--- src/core/ccp_pwm_pkg.sv ---
package ccp_pwm_pkg;
	// Bus geometry
	localparam int ADDR_W = 8;
	localparam int DATA_W = 32;
	localparam int NUM_TMR = 2;
	localparam int NUM_CH = 2;

	// Register byte addresses
	localparam logic [7:0] OFF_CNT [NUM_TMR] = '{8'h00, 8'h0c};
	localparam logic [7:0] OFF_LIM [NUM_TMR] = '{8'h04, 8'h10};
	localparam logic [7:0] OFF_TCTL [NUM_TMR] = '{8'h08, 8'h14};
	localparam logic [7:0] OFF_DLO [NUM_CH] = '{8'h18, 8'h20};
	localparam logic [7:0] OFF_DHI [NUM_CH] = '{8'h1c, 8'h24};
	localparam logic [7:0] OFF_CCON [NUM_CH] = '{8'h28, 8'h2c};
	localparam logic [7:0] OFF_TSEL = 8'h30;
	localparam logic [7:0] OFF_PINDIR = 8'h34;
	localparam logic [7:0] OFF_PINSTAT = 8'h38;

	// Timer control fields
	localparam int TCTL_PS_LSB = 0;
	localparam int TCTL_RUN_BIT = 2;
	localparam int TCTL_POST_LSB = 3;
	localparam logic [7:0] TCTL_MASK = 8'h7f;

	// Channel control fields
	localparam int CCON_MODE_LSB = 0;
	localparam int CCON_FRAC_LSB = 4;
	localparam logic [7:0] CCON_MASK = 8'h3f;
	localparam logic [3:0] MODE_OFF = 4'h0;
	localparam logic [1:0] MODE_PWM_TOP = 2'h3;

	// Prescaler and quarter-cycle encodings
	localparam logic [1:0] PS_DIV1 = 2'h0;
	localparam logic [1:0] PS_DIV4 = 2'h1;
	localparam logic [1:0] QCYC_LAST = 2'h3;
	localparam logic [3:0] PRE_ZERO = 4'h0;
	localparam logic [3:0] PS4_LAST = 4'h3;
	localparam logic [3:0] PS16_LAST = 4'hf;

	// Reset values
	localparam logic [7:0] RST_BYTE = 8'h00;
	localparam logic [1:0] RST_PINDIR = 2'h3;

	// Write/read responses
	localparam logic [1:0] RESP_OKAY = 2'h0;
	localparam logic [1:0] RESP_SLVERR = 2'h2;
endpackage : ccp_pwm_pkg

--- src/core/ccp_pwm_mode.sv ---
// Summary of operation
// RULE1: Period equals (limit plus one) times four oscillator periods times prescale.
// RULE2: Timer clears on the increment after it equals the limit.
// RULE3: Rollover sets the pin high unless duty is zero.
// RULE4: Rollover copies duty low byte and fraction into the active buffer.
// RULE5: Postscaler does not affect the PWM frequency.
// RULE6: Duty is ten bits: low byte on top, control bits 5:4 below.
// RULE7: High time equals duty times oscillator period times prescale.
// RULE8: Duty writes take effect only at the next period rollover.
// RULE9: Duty high byte is read-only while PWM mode is selected.
// RULE10: Active fraction bits live in a hidden latch, never readable.
// RULE11: Pin clears when active duty equals timer plus two sub bits.
// RULE12: Duty beyond the period never matches; pin stays high.
// RULE13: Software sets period, duty, pin, timer, then PWM mode.
// RULE14: Prescaler divides by 1, 4 or 16 from a 2-bit field.
// RULE15: Resolution is log2 of oscillator over PWM rate, at most ten.
// RULE16: Mode field upper bits both one selects PWM; zero disables.
// RULE17: Clearing control forces the output latch low.
// RULE18: Software must clear the direction bit so the pin drives.
// RULE19: Timer advances once per prescaled four-period instruction cycle.
// RULE20: A stopped timer holds its count and the pin level.
module ccp_pwm_mode (
	input wire logic aclk,
	input wire logic aresetn,
	input wire logic [ccp_pwm_pkg::ADDR_W-1:0] awaddr,
	input wire logic [2:0] awprot,
	input wire logic awvalid,
	output logic awready,
	input wire logic [ccp_pwm_pkg::DATA_W-1:0] wdata,
	input wire logic [3:0] wstrb,
	input wire logic wvalid,
	output logic wready,
	output logic [1:0] bresp,
	output logic bvalid,
	input wire logic bready,
	input wire logic [ccp_pwm_pkg::ADDR_W-1:0] araddr,
	input wire logic [2:0] arprot,
	input wire logic arvalid,
	output logic arready,
	output logic [ccp_pwm_pkg::DATA_W-1:0] rdata,
	output logic [1:0] rresp,
	output logic rvalid,
	input wire logic rready,
	output logic [ccp_pwm_pkg::NUM_CH-1:0] pwm_output_pin,
	output logic [ccp_pwm_pkg::NUM_CH-1:0] pwm_output_pin_oe
);
	import ccp_pwm_pkg::*;

	// Bus slave state
	logic aw_got_r;
	logic aw_got_nxt;
	logic [ADDR_W-1:0] aw_addr_r;
	logic w_got_r;
	logic w_got_nxt;
	logic [7:0] w_byte_r;
	logic w_lane0_r;
	logic awready_r;
	logic wready_r;
	logic bvalid_r;
	logic bvalid_nxt;
	logic [1:0] bresp_r;
	logic arready_r;
	logic rvalid_r;
	logic rvalid_nxt;
	logic [DATA_W-1:0] rdata_r;
	logic [1:0] rresp_r;

	// Block state
	logic [1:0] qphase_r;
	logic [7:0] cnt_r [NUM_TMR];
	logic [7:0] lim_r [NUM_TMR];
	logic [7:0] tctl_r [NUM_TMR];
	logic [3:0] pre_r [NUM_TMR];
	logic [7:0] dlo_r [NUM_CH];
	logic [7:0] ccon_r [NUM_CH];
	logic [NUM_CH-1:0] tsel_r;
	logic [NUM_CH-1:0] pindir_r;
	logic [NUM_CH-1:0] oe_r;

	// Per-timer and per-channel wires
	logic [NUM_TMR-1:0] t_run;
	logic [NUM_TMR-1:0] t_tick;
	logic [NUM_TMR-1:0] t_roll;
	logic [NUM_TMR-1:0] cnt_we;
	logic [NUM_TMR-1:0] lim_we;
	logic [NUM_TMR-1:0] tctl_we;
	logic [9:0] t_ext [NUM_TMR];
	logic [NUM_CH-1:0] dlo_we;
	logic [NUM_CH-1:0] dhi_we;
	logic [NUM_CH-1:0] ccon_we;
	logic [7:0] dhi [NUM_CH];
	logic [NUM_CH-1:0] pin;

	// Handshakes on the three request channels
	wire aw_hs = awvalid & awready_r;
	wire w_hs = wvalid & wready_r;
	wire ar_hs = arvalid & arready_r;
	wire do_write = aw_got_r & w_got_r & ~bvalid_r;
	wire wr_lane = do_write & w_lane0_r;

	// Write address hits for the shared registers
	wire tsel_we = wr_lane & (aw_addr_r == OFF_TSEL);
	wire pindir_we = wr_lane & (aw_addr_r == OFF_PINDIR);
	wire wr_hit_misc = (aw_addr_r == OFF_TSEL) | (aw_addr_r == OFF_PINDIR)
		| (aw_addr_r == OFF_PINSTAT);
	logic [NUM_TMR-1:0] wr_hit_tmr;
	logic [NUM_CH-1:0] wr_hit_ch;
	wire wr_hit = wr_hit_misc | (|wr_hit_tmr) | (|wr_hit_ch);

	// Next-state terms of the bus slave
	assign aw_got_nxt = (aw_got_r | aw_hs) & ~do_write;
	assign w_got_nxt = (w_got_r | w_hs) & ~do_write;
	assign bvalid_nxt = do_write | (bvalid_r & ~bready);
	assign rvalid_nxt = ar_hs | (rvalid_r & ~rready);

	// Write address and data capture, in either order
	always_ff @(posedge aclk) begin
		if (!aresetn) begin
			aw_got_r <= 1'b0;
			w_got_r <= 1'b0;
			aw_addr_r <= '0;
			w_byte_r <= RST_BYTE;
			w_lane0_r <= 1'b0;
		end else begin
			aw_got_r <= aw_got_nxt;
			w_got_r <= w_got_nxt;
			if (aw_hs) begin
				aw_addr_r <= awaddr;
			end
			if (w_hs) begin
				w_byte_r <= wdata[7:0];
				w_lane0_r <= wstrb[0];
			end
		end
	end

	// Write response and ready flags
	always_ff @(posedge aclk) begin
		if (!aresetn) begin
			awready_r <= 1'b0;
			wready_r <= 1'b0;
			bvalid_r <= 1'b0;
			bresp_r <= RESP_OKAY;
		end else begin
			awready_r <= ~aw_got_nxt & ~bvalid_nxt;
			wready_r <= ~w_got_nxt & ~bvalid_nxt;
			bvalid_r <= bvalid_nxt;
			if (do_write) begin
				bresp_r <= wr_hit ? RESP_OKAY : RESP_SLVERR;
			end
		end
	end

	// Read data path
	logic [7:0] rd_byte;
	logic rd_hit;
	always_ff @(posedge aclk) begin
		if (!aresetn) begin
			arready_r <= 1'b0;
			rvalid_r <= 1'b0;
			rdata_r <= '0;
			rresp_r <= RESP_OKAY;
		end else begin
			arready_r <= ~rvalid_nxt;
			rvalid_r <= rvalid_nxt;
			if (ar_hs) begin
				rdata_r <= {{(DATA_W-8){1'b0}}, rd_byte};
				rresp_r <= rd_hit ? RESP_OKAY : RESP_SLVERR;
			end
		end
	end

	// Read selection; the hidden fraction latch has no address
	// RULE10 latch not readable
	assign rd_byte = (araddr == OFF_CNT[0]) ? cnt_r[0]
		: (araddr == OFF_LIM[0]) ? lim_r[0]
		: (araddr == OFF_TCTL[0]) ? (tctl_r[0] & TCTL_MASK)
		: (araddr == OFF_CNT[1]) ? cnt_r[1]
		: (araddr == OFF_LIM[1]) ? lim_r[1]
		: (araddr == OFF_TCTL[1]) ? (tctl_r[1] & TCTL_MASK)
		: (araddr == OFF_DLO[0]) ? dlo_r[0]
		: (araddr == OFF_DHI[0]) ? dhi[0]
		: (araddr == OFF_DLO[1]) ? dlo_r[1]
		: (araddr == OFF_DHI[1]) ? dhi[1]
		: (araddr == OFF_CCON[0]) ? (ccon_r[0] & CCON_MASK)
		: (araddr == OFF_CCON[1]) ? (ccon_r[1] & CCON_MASK)
		: (araddr == OFF_TSEL) ? {6'h00, tsel_r}
		: (araddr == OFF_PINDIR) ? {6'h00, pindir_r}
		: (araddr == OFF_PINSTAT) ? {6'h00, pin}
		: RST_BYTE;
	assign rd_hit = (araddr == OFF_CNT[0]) | (araddr == OFF_LIM[0])
		| (araddr == OFF_TCTL[0]) | (araddr == OFF_CNT[1])
		| (araddr == OFF_LIM[1]) | (araddr == OFF_TCTL[1])
		| (araddr == OFF_DLO[0]) | (araddr == OFF_DHI[0])
		| (araddr == OFF_DLO[1]) | (araddr == OFF_DHI[1])
		| (araddr == OFF_CCON[0]) | (araddr == OFF_CCON[1])
		| (araddr == OFF_TSEL) | (araddr == OFF_PINDIR)
		| (araddr == OFF_PINSTAT);

	// Quarter-cycle phase: four oscillator periods per instruction cycle
	// RULE19 instruction cycle phase
	always_ff @(posedge aclk) begin
		if (!aresetn) begin
			qphase_r <= '0;
		end else begin
			qphase_r <= qphase_r + 2'h1;
		end
	end

	// Two period timers with prescaler and extended count
	for (genvar t = 0; t < NUM_TMR; t++) begin : g_tmr
		wire [1:0] ps = tctl_r[t][TCTL_PS_LSB +: 2];
		// RULE14 prescale select
		wire [3:0] pre_last = (ps == PS_DIV1) ? PRE_ZERO
			: (ps == PS_DIV4) ? PS4_LAST : PS16_LAST;
		wire q_end = (qphase_r == QCYC_LAST);
		wire [3:0] pre_nxt = (t_run[t] & q_end)
			? ((pre_r[t] >= pre_last) ? PRE_ZERO : pre_r[t] + 4'h1) : pre_r[t];
		wire [7:0] cnt_nxt = cnt_we[t] ? w_byte_r : t_roll[t] ? RST_BYTE
			: t_tick[t] ? cnt_r[t] + 8'h01 : cnt_r[t];
		// RULE11 sub-count bits of the next cycle, so the pin falls on time
		wire [1:0] sub_nxt = (ps == PS_DIV1) ? qphase_r + 2'h1
			: (ps == PS_DIV4) ? pre_nxt[1:0] : pre_nxt[3:2];

		assign t_run[t] = tctl_r[t][TCTL_RUN_BIT];
		// RULE1 prescaled increment
		assign t_tick[t] = t_run[t] & q_end & (pre_r[t] == pre_last);
		// RULE2 limit match
		assign t_roll[t] = t_tick[t] & (cnt_r[t] == lim_r[t]);
		// RULE15 ten-bit time base
		assign t_ext[t] = {cnt_nxt, sub_nxt};
		assign cnt_we[t] = wr_lane & (aw_addr_r == OFF_CNT[t]);
		assign lim_we[t] = wr_lane & (aw_addr_r == OFF_LIM[t]);
		assign tctl_we[t] = wr_lane & (aw_addr_r == OFF_TCTL[t]);
		assign wr_hit_tmr[t] = (aw_addr_r == OFF_CNT[t]) | (aw_addr_r == OFF_LIM[t])
			| (aw_addr_r == OFF_TCTL[t]);

		// Count, limit and control; postscale bits are stored only
		// RULE5 postscale unused
		always_ff @(posedge aclk) begin
			if (!aresetn) begin
				cnt_r[t] <= RST_BYTE;
				lim_r[t] <= RST_BYTE;
				tctl_r[t] <= RST_BYTE;
				pre_r[t] <= PRE_ZERO;
			end else begin
				if (lim_we[t]) begin
					lim_r[t] <= w_byte_r;
				end
				if (tctl_we[t]) begin
					tctl_r[t] <= w_byte_r & TCTL_MASK;
				end
				// RULE20 stopped timer holds
				if (cnt_we[t]) begin
					cnt_r[t] <= w_byte_r;
				end else if (t_roll[t]) begin
					cnt_r[t] <= RST_BYTE;
				end else if (t_tick[t]) begin
					cnt_r[t] <= cnt_r[t] + 8'h01;
				end
				pre_r[t] <= pre_nxt;
			end
		end

	end

	// Channel duty and control registers
	for (genvar c = 0; c < NUM_CH; c++) begin : g_ch
		wire [3:0] mode = ccon_r[c][CCON_MODE_LSB +: 4];
		wire pwm_sel = (mode[3:2] == MODE_PWM_TOP);
		wire tmr = tsel_r[c];

		assign dlo_we[c] = wr_lane & (aw_addr_r == OFF_DLO[c]);
		// RULE9 high byte read-only
		assign dhi_we[c] = wr_lane & (aw_addr_r == OFF_DHI[c]) & ~pwm_sel;
		assign ccon_we[c] = wr_lane & (aw_addr_r == OFF_CCON[c]);
		assign wr_hit_ch[c] = (aw_addr_r == OFF_DLO[c]) | (aw_addr_r == OFF_DHI[c])
			| (aw_addr_r == OFF_CCON[c]);

		// Duty writes land at any time; the channel buffers them
		// RULE8 deferred duty
		always_ff @(posedge aclk) begin
			if (!aresetn) begin
				dlo_r[c] <= RST_BYTE;
				ccon_r[c] <= RST_BYTE;
			end else begin
				if (dlo_we[c]) begin
					dlo_r[c] <= w_byte_r;
				end
				if (ccon_we[c]) begin
					ccon_r[c] <= w_byte_r & CCON_MASK;
				end
			end
		end

		// RULE7 duty against prescaled base
		// RULE12 no match keeps pin high
		pwm_duty_channel u_chan (
			.aclk(aclk),
			.aresetn(aresetn),
			.mode(mode),
			.duty_low(dlo_r[c]),
			.duty_frac(ccon_r[c][CCON_FRAC_LSB +: 2]),
			.rollover(t_roll[tmr]),
			.live(t_run[tmr]),
			.ext_count(t_ext[tmr]),
			.dh_we(dhi_we[c]),
			.dh_wdata(w_byte_r),
			.duty_high(dhi[c]),
			.pin(pin[c])
		);
	end

	// Timer routing and pin direction
	always_ff @(posedge aclk) begin
		if (!aresetn) begin
			tsel_r <= '0;
			pindir_r <= RST_PINDIR;
			oe_r <= '0;
		end else begin
			if (tsel_we) begin
				tsel_r <= w_byte_r[NUM_CH-1:0];
			end
			if (pindir_we) begin
				pindir_r <= w_byte_r[NUM_CH-1:0];
			end
			// RULE18 direction gates drive
			oe_r <= ~pindir_r;
		end
	end

	// Outputs, all from flip-flops
	assign awready = awready_r;
	assign wready = wready_r;
	assign bvalid = bvalid_r;
	assign bresp = bresp_r;
	assign arready = arready_r;
	assign rvalid = rvalid_r;
	assign rdata = rdata_r;
	assign rresp = rresp_r;
	assign pwm_output_pin = pin;
	assign pwm_output_pin_oe = oe_r;
endmodule : ccp_pwm_mode

--- src/core/pwm_duty_channel.sv ---
module pwm_duty_channel (
	input wire logic aclk,
	input wire logic aresetn,
	input wire logic [3:0] mode,
	input wire logic [7:0] duty_low,
	input wire logic [1:0] duty_frac,
	input wire logic rollover,
	input wire logic live,
	input wire logic [9:0] ext_count,
	input wire logic dh_we,
	input wire logic [7:0] dh_wdata,
	output logic [7:0] duty_high,
	output logic pin
);
	import ccp_pwm_pkg::*;

	logic [1:0] frac_latch_r;
	logic [7:0] duty_high_r;
	logic pin_r;

	// Mode decode and duty compare
	// RULE16 mode decode
	wire pwm_on = (mode[3:2] == MODE_PWM_TOP);
	wire chan_off = (mode == MODE_OFF);
	// RULE6 ten-bit duty
	wire [9:0] duty_next = {duty_low, duty_frac};
	wire [9:0] duty_active = {duty_high_r, frac_latch_r};
	// RULE11 duty match
	wire duty_match = live & (duty_active == ext_count);

	// Double buffer and output latch
	// RULE17 off clears latch
	always_ff @(posedge aclk) begin
		if (!aresetn || chan_off) begin
			duty_high_r <= RST_BYTE;
			frac_latch_r <= '0;
			pin_r <= 1'b0;
		end else if (pwm_on) begin
			// RULE4 reload at rollover
			if (rollover) begin
				duty_high_r <= duty_low;
				frac_latch_r <= duty_frac;
				// RULE3 set unless zero
				pin_r <= (duty_next != '0);
			end else if (duty_match) begin
				pin_r <= 1'b0;
			end
		end else if (dh_we) begin
			duty_high_r <= dh_wdata;
		end
	end

	assign duty_high = duty_high_r;
	assign pin = pin_r;
endmodule : pwm_duty_channel

--- config.mk ---
export PLATFORM = sky130hd
export DESIGN_NAME = ccp_pwm_mode
export DESIGN_NICKNAME = d
export VERILOG_FILES = /design/src/core/ccp_pwm_pkg.sv /design/src/core/ccp_pwm_mode.sv /design/src/core/pwm_duty_channel.sv
export SDC_FILE = /design/constraint.sdc
export NUM_CORES = 1
export LEC_CHECK = 0
export BUFFER_PORTS_ARGS = -buffer_cell sky130_fd_sc_hd__buf_2
export CAP_MARGIN = 20
export CELL_PAD_IN_SITES_DETAIL_PLACEMENT = 0
export CELL_PAD_IN_SITES_GLOBAL_PLACEMENT = 1
export CORE_ASPECT_RATIO = 0.5
export CORE_UTILIZATION = 41
export CTS_CLUSTER_SIZE = 12
export DETAILED_ROUTE_END_ITERATION = 10
export GPL_TIMING_DRIVEN = 0
export PLACE_DENSITY_LB_ADDON = 0.1
export SKIP_CTS_REPAIR_TIMING = 1
export SYNTH_ARGS = -nofsm -noshare
export SYNTH_HDL_FRONTEND = slang
export SYNTH_HIERARCHICAL = 1
export SYNTH_SLANG_ARGS = --single-unit
--- constraint.sdc ---
create_clock -name aclk -period 2.9 [get_ports aclk]
set_input_delay 0.435 -clock aclk [delete_from_list [all_inputs] [get_ports aclk]]
set_output_delay 0.435 -clock aclk [all_outputs]
set_load 0.02 [all_outputs]
==> results.json, run 1 <==
{
  "status": "complete, but fails checks",
  "violations": "negative setup slack",
  "tightest_slew_ns": 1.003,
  "crit_fanout": 6,
  "fmax_ghz": 0.2979,
  "rr_worst_depth": 13,
  "synth_edf_count": 74,
  "rsz0062_at_grt": "true",
  "grt_start_max_net_pins": 17,
  "grt_pass1_vias": 7688,
  "cts_root_buf": "clkbuf_16",
  "syn_area_per_cell_um2": 8.892,
  "muxShareOfSynthArea_pct": 5.127,
  "area_delta_synth_final_pct": 21.33,
  "gp_congestion": 0.9792,
  "ys_async_sr_fraction_pct": 0,
  "fin_setup_tns_ns": -0.9049,
  "synth_area_leaders": "edfxtp_1 (24%), dfxtp_1 (16%), nand2_1 (4.8%), and2_1 (4.7%), o21ai_0 (3.5%)",
  "syn_inst": 1021,
  "clkTransAtPathRegs_ns": 0.07,
  "core_area_um2": 21680,
  "yosys.area_share.xor_xnor_pct": 3.955,
  "rows": 38,
  "synth_most_common_cell": "nand2_1",
  "power_per_cell_area_nw_per_um2": 466.5,
  "synth_top_area_share_pct": 24.48,
  "hold_violations": 0,
  "cp-start-kind": "flip-flop",
  "numCtsBuffers": 17,
  "dpl.hpwl_um": 25890,
  "setup_viol": 5,
  "n_antenna_cell": 0,
  "synth_compound_gate_area_share_pct": 17.89,
  "synth_top_family_by_area": "simple AND/OR/NAND/NOR gates",
  "p_leak_uw": 0.004048,
  "p_seq_share_pct": 45.0,
  "nets": 1223,
  "start_util_pct": 41.87,
  "port_buffers": 48,
  "hold_path.class": "input pin to flip-flop",
  "yosys.area_share.simple_pct": 24.79,
  "clock_path_buffers": 2,
  "finalCriticalPeriod_ns": 3.356,
  "endpoint_kind": "flip-flop",
  "place_area_um2": 9863,
  "synthTopCellsByCount": "nand2_1 (115), edfxtp_1 (74), dfxtp_1 (72)",
  "fin_util_pct": 50.81,
  "worstSkewPairLatency_ns": 0.44,
  "drive_gt1_share_pct": 20.21,
  "hold_depth": 3,
  "dominantRegCellSynth": "edfxtp_1",
  "drc_errors": 0,
  "p_switching_uw": 1432,
  "yosysWarnings": 6,
  "stdcell_area_um2": 11020,
  "die_area_um2": 22780,
  "fp.dieW_um": 212.4,
  "critPathArrivalTime_ns": 3.66,
  "fp.dieH_um": 107.2,
  "routed_wl_um": 34680,
  "cap_viol_max_count": 0,
  "grt_first_pass_wirelength_um": 49860,
  "timing.final.crit_share_pct": 115.7,
  "first_pass_iters": 6,
  "power.share.switching_pct": 27.87,
  "intPower_uw": 3707,
  "clock-skew-final_ns": 0.01024,
  "io_pins": 110,
  "drt-initial-drc-count": 956,
  "antenna_found_initial": 3,
  "via_per_inst": 5.831,
  "power_frac_clock_pct": 43.2,
  "grt_overflow": 0,
  "cts.sinks": 146,
  "setup_ws_ns": -0.4564,
  "critPathKind": "flip-flop to flip-flop",
  "cp.required_ns": 3.20,
  "slew_headroom_pct": 32.46,
  "cts_tree": "built",
  "synth-seq-area-share_pct": 40.35,
  "synth_seq_cells": 146,
  "grt_use_total_pct": 30.84,
  "final_max_slew_viol_count": 0,
  "peakVddDrop_mv": 0.3351,
  "num_vias": 8501,
  "synth_cell_types": 72,
  "htreeDepth": 4,
  "synth_top_cell_by_area": "edfxtp_1",
  "combPwrFrac_pct": 11.8,
  "avgRoutedWirePerCell_um": 23.79,
  "ant_nets": 0,
  "synth_fa_ha_area_share_pct": 1.792,
  "synthesis.area_um2": 9079
}
## worst paths after layout
path                     start                  to  slack (ns)
hold reg to reg       rdata[4]            rdata[4]        0.47
setup / recovery  tctl_r[0][1]  g_ch[1].u_chan/pin       -0.46
setup reg to reg  tctl_r[0][1]  g_ch[1].u_chan/pin       -0.46
hold / removal        wdata[7]         w_byte_r[7]        0.24
## power by group through the flow
stage	combinational, µW	clock, µW	sequential (µW)
floorplan	362	0	2320
global placement	549	0	2350
detailed placement	553	0	2350
CTS	556	2230	2300
global route	648	2330	2310
finish	605	2220	2310
## area by class of cell
type / instances / area, µm²
Fill cell: 2131 / 10670
Multi-Input combinational cell: 792 / 5258
Sequential cell: 146 / 3665
Timing Repair Buffer: 84 / 551.8
Buffer: 86 / 515.5
Clock buffer: 17 / 425.4
Tap cell: 300 / 375.4
Clock inverter: 15 / 157.7
Inverter: 18 / 67.56
## metrics by stage
stage / hold WS, ns / worst slack (ns) / total power, µW / std cells
final: 0.2438 / -0.4564 / 5139 / 1458
after global routing: 0.2430 / -0.5574 / 5290 / 1458
after CTS: 0.2346 / -0.7635 / 5092 / 1427
after detailed placement: 0.4548 / -0.7419 / 2901 / 1395
after global placement: 0.4484 / -0.7604 / 2898 / 1394
after floorplan: 0.4141 / 0.004576 / 2677 / 1046
## cells in the final DEF (no fill, tap or decap), types with 7 or more instances in the layout
cell	n
a211oi_1	7
a21boi_0	32
a21oi_1	36
a22o_1	10
a311oi_1	12
a32oi_1	7
and2_1	68
and3_1	7
buf_1	7
buf_2	57
buf_4	49
buf_6	11
clkbuf_1	36
clkbuf_16	18
conb_1	26
dfxtp_1	71
edfxtp_1	74
ha_1	10
inv_1	15
mux2_2	10
mux2i_1	22
nand2_1	113
nand2b_1	14
nand3_1	49
nand4_1	9
nor2_1	64
nor2b_1	21
nor3_1	27
nor4_1	8
o21ai_0	59
or3_1	12
xnor2_1	18
xor2_1	23
## routing by layer
layer  global-route usage [%]  vias to the layer above  wire length [µm]
met2                    43.28                      396             14120
li1                         -                     3916                 -
met3                    9.666                       40              3786
met5                        0                        -                13
met4                    6.166                        2               498
met1                    45.71                     4147             16260
## critical path, cell delays in order, from the launching register on
cell and delay (ns):
edfxtp_1 0.42, inv_2 0.09, nand2_4 0.09, inv_2 0.05, ha_4 0.26, and4_4 0.26, nand3_4 0.13, buf_8 0.17
a221o_1 0.45, a22o_1 0.26, xor2_1 0.15, or4b_4 0.50, nor4_4 0.29, a211oi_2 0.10
## sequential cells by signal, indices dropped and copies added, names as in the netlist, 12 cells and up
register / flops
tctl_r: 14
lim_r: 16
ccon_r: 12
cnt_r: 16
dlo_r: 16
g_ch.u_chan/duty_high: 16
## cell families after synthesis
family,Yosys count
compound gates,238
xor+xnor,41
fa+ha+maj,13
buf+inv,108
flops,146
mux,40
other cells,1
simple gates,434
Note: power is estimated with default switching activity, not from simulation.
==> run 2, diff against run 1 <==
--- a/config.mk
+++ b/config.mk
@@ -10,7 +10,7 @@
 export CELL_PAD_IN_SITES_DETAIL_PLACEMENT = 0
 export CELL_PAD_IN_SITES_GLOBAL_PLACEMENT = 1
 export CORE_ASPECT_RATIO = 0.5
-export CORE_UTILIZATION = 41
+export CORE_UTILIZATION = 33
 export CTS_CLUSTER_SIZE = 12
 export DETAILED_ROUTE_END_ITERATION = 10
 export GPL_TIMING_DRIVEN = 0
==> results.json, run 2 (synthesized netlist as in run 1, its figures left out) <==
{
  "status": "complete, but fails checks",
  "violations": "negative setup slack",
  "cp.required_ns": 3.21,
  "setup_ws_ns": -0.5134,
  "cap_viol_max_count": 0,
  "worstHoldStart": "wdata[1]",
  "fp.dieW_um": 236.6,
  "drt-initial-drc-count": 782,
  "rows": 42,
  "grt_first_pass_wirelength_um": 51370,
  "rsz0062_at_grt": "true",
  "port_buffers": 48,
  "r2r_setup_slack_ns": -0.51,
  "final_max_slew_viol_count": 0,
  "grt_use_total_pct": 25.42,
  "ant_nets": 0,
  "peakVddDrop_mv": 0.4374,
  "start_util_pct": 33.94,
  "place_area_um2": 9938,
  "crit_fanout": 10,
  "instances_no_fill": 1505,
  "fmax_ghz": 0.2930,
  "tightest_slew_ns": 1.094,
  "first_pass_iters": 5,
  "avgRoutedWirePerCell_um": 23.50,
  "final_cell_mix": "nand2_1 (113), edfxtp_1 (74), dfxtp_1 (72)",
  "drc_errors": 0,
  "grt_overflow": 0,
  "place_inst": 1449,
  "grt_start_max_net_pins": 17,
  "area_delta_synth_final_pct": 20.49,
  "io_pins": 110,
  "whs_endpoint": "w_byte_r[1]",
  "core_area_um2": 26750,
  "cp-start-kind": "flip-flop",
  "power_per_cell_area_nw_per_um2": 464.0,
  "stdcell_area_um2": 10940,
  "clock-skew-final_ns": 0.007090,
  "setup_viol": 17,
  "cts_root_buf": "clkbuf_16",
  "finalCriticalPeriod_ns": 3.413,
  "r2r_end": "g_ch[1].u_chan/pin",
  "rr_worst_depth": 14,
  "cts.sinks": 146,
  "hold_violations": 0,
  "final_common_cell": "nand2_1",
  "fin_setup_tns_ns": -2.014,
  "numCtsBuffers": 17,
  "fin_util_pct": 40.90,
  "hold_depth": 3,
  "worstSkewPairLatency_ns": 0.45,
  "htreeDepth": 4,
  "timing.final.crit_share_pct": 117.7,
  "clkTransAtPathRegs_ns": 0.06,
  "hold_path.class": "input pin to flip-flop",
  "drive_gt1_share_pct": 18.85,
  "antenna_found_initial": 2,
  "nets": 1216,
  "num_vias": 8290,
  "cts_tree": "built",
  "routed_wl_um": 35360,
  "slew_headroom_pct": 26.29,
  "critPathArrivalTime_ns": 3.72,
  "dpl.hpwl_um": 26980,
  "die_area_um2": 28220,
  "gp_congestion": 0.9542,
  "grt_pass1_vias": 7672,
  "via_per_inst": 5.508,
  "critPathKind": "flip-flop to flip-flop",
  "r2r-start": "tctl_r[1][1]",
  "endpoint_kind": "flip-flop",
  "fp.dieH_um": 119.3,
  "clock_path_buffers": 2,
  "p_leak_uw": 0.004000
}
run 2: cell types whose count changed in the layout (fill, tap and decap cells not counted), sizes merged:
cell / delta
buf: -5
clkinv: +3
clkinvlp: -3
diode: +2
bufinv: -1
inv: -1
run 2: report_power, final:
group	switching [µW]	leakage [µW]	internal, µW	total [µW]
Clock	937	0.000280	1230	2160
Combinational	392	0.00237	208	600
Sequential	86.9	0.00135	2220	2310
Total	1420	0.00400	3660	5080
run 2: layout make-up:
cell class | instances | area (µm²)
Sequential cell | 146 | 3664
Clock buffer | 19 | 454.2
Tap cell | 352 | 440.4
Clock inverter | 13 | 110.1
Fill cell | 2729 | 15810
Timing Repair Buffer | 77 | 475.5
Multi-Input combinational cell | 792 | 5215
Antenna cell | 2 | 5.005
Inverter | 18 | 67.56
Buffer | 86 | 508.0
run 2: metal layers:
layer,share of wire [%],vias to the layer above,track usage (%)
li1,-,3898,-
met1,49,4012,38.92
met2,40,343,35.00
met3,9.0,37,5.586
met4,1.7,0,7.102
met5,0,-,0
run 2: metrics by stage:
step                hold slack [ns]  setup slack (ns)  power, µW
floorplan                    0.4141          0.004576       2677
global route                 0.2490           -0.5708       5241
detailed placement           0.4540           -0.8851       2912
finish                       0.2386           -0.5134       5075
global placement             0.4368           -0.8478       2908
CTS                          0.2214           -0.8951       5065
run 2: worst max path at each step:
stage / from / to / slack, ns
after detailed placement: tctl_r[0][0] / g_ch[1].u_chan/pin / -0.89
after CTS: tctl_r[0][0] / g_ch[1].u_chan/pin / -0.90
after floorplan: tctl_r[1][1] / g_ch[0].u_chan/pin / 0.005
after global routing: tctl_r[1][1] / g_ch[1].u_chan/pin / -0.57
after global placement: tctl_r[0][1] / g_ch[1].u_chan/pin / -0.85
final: tctl_r[1][1] / g_ch[1].u_chan/pin / -0.51
run 2: worst max-delay path, cell delays in order (launching register included):
cell and delay (ns):
edfxtp_1 0.40, buf_8 0.15, or2_4 0.26, ha_4 0.26, nand4_1 0.14, buf_4 0.19
nor2_1 0.16, o21ai_1 0.17, clkbuf_2 0.22, o21ai_0 0.45, nand2_1 0.09, o21ai_0 0.17
xor2_1 0.12, nor3_1 0.36, a211oi_1 0.13
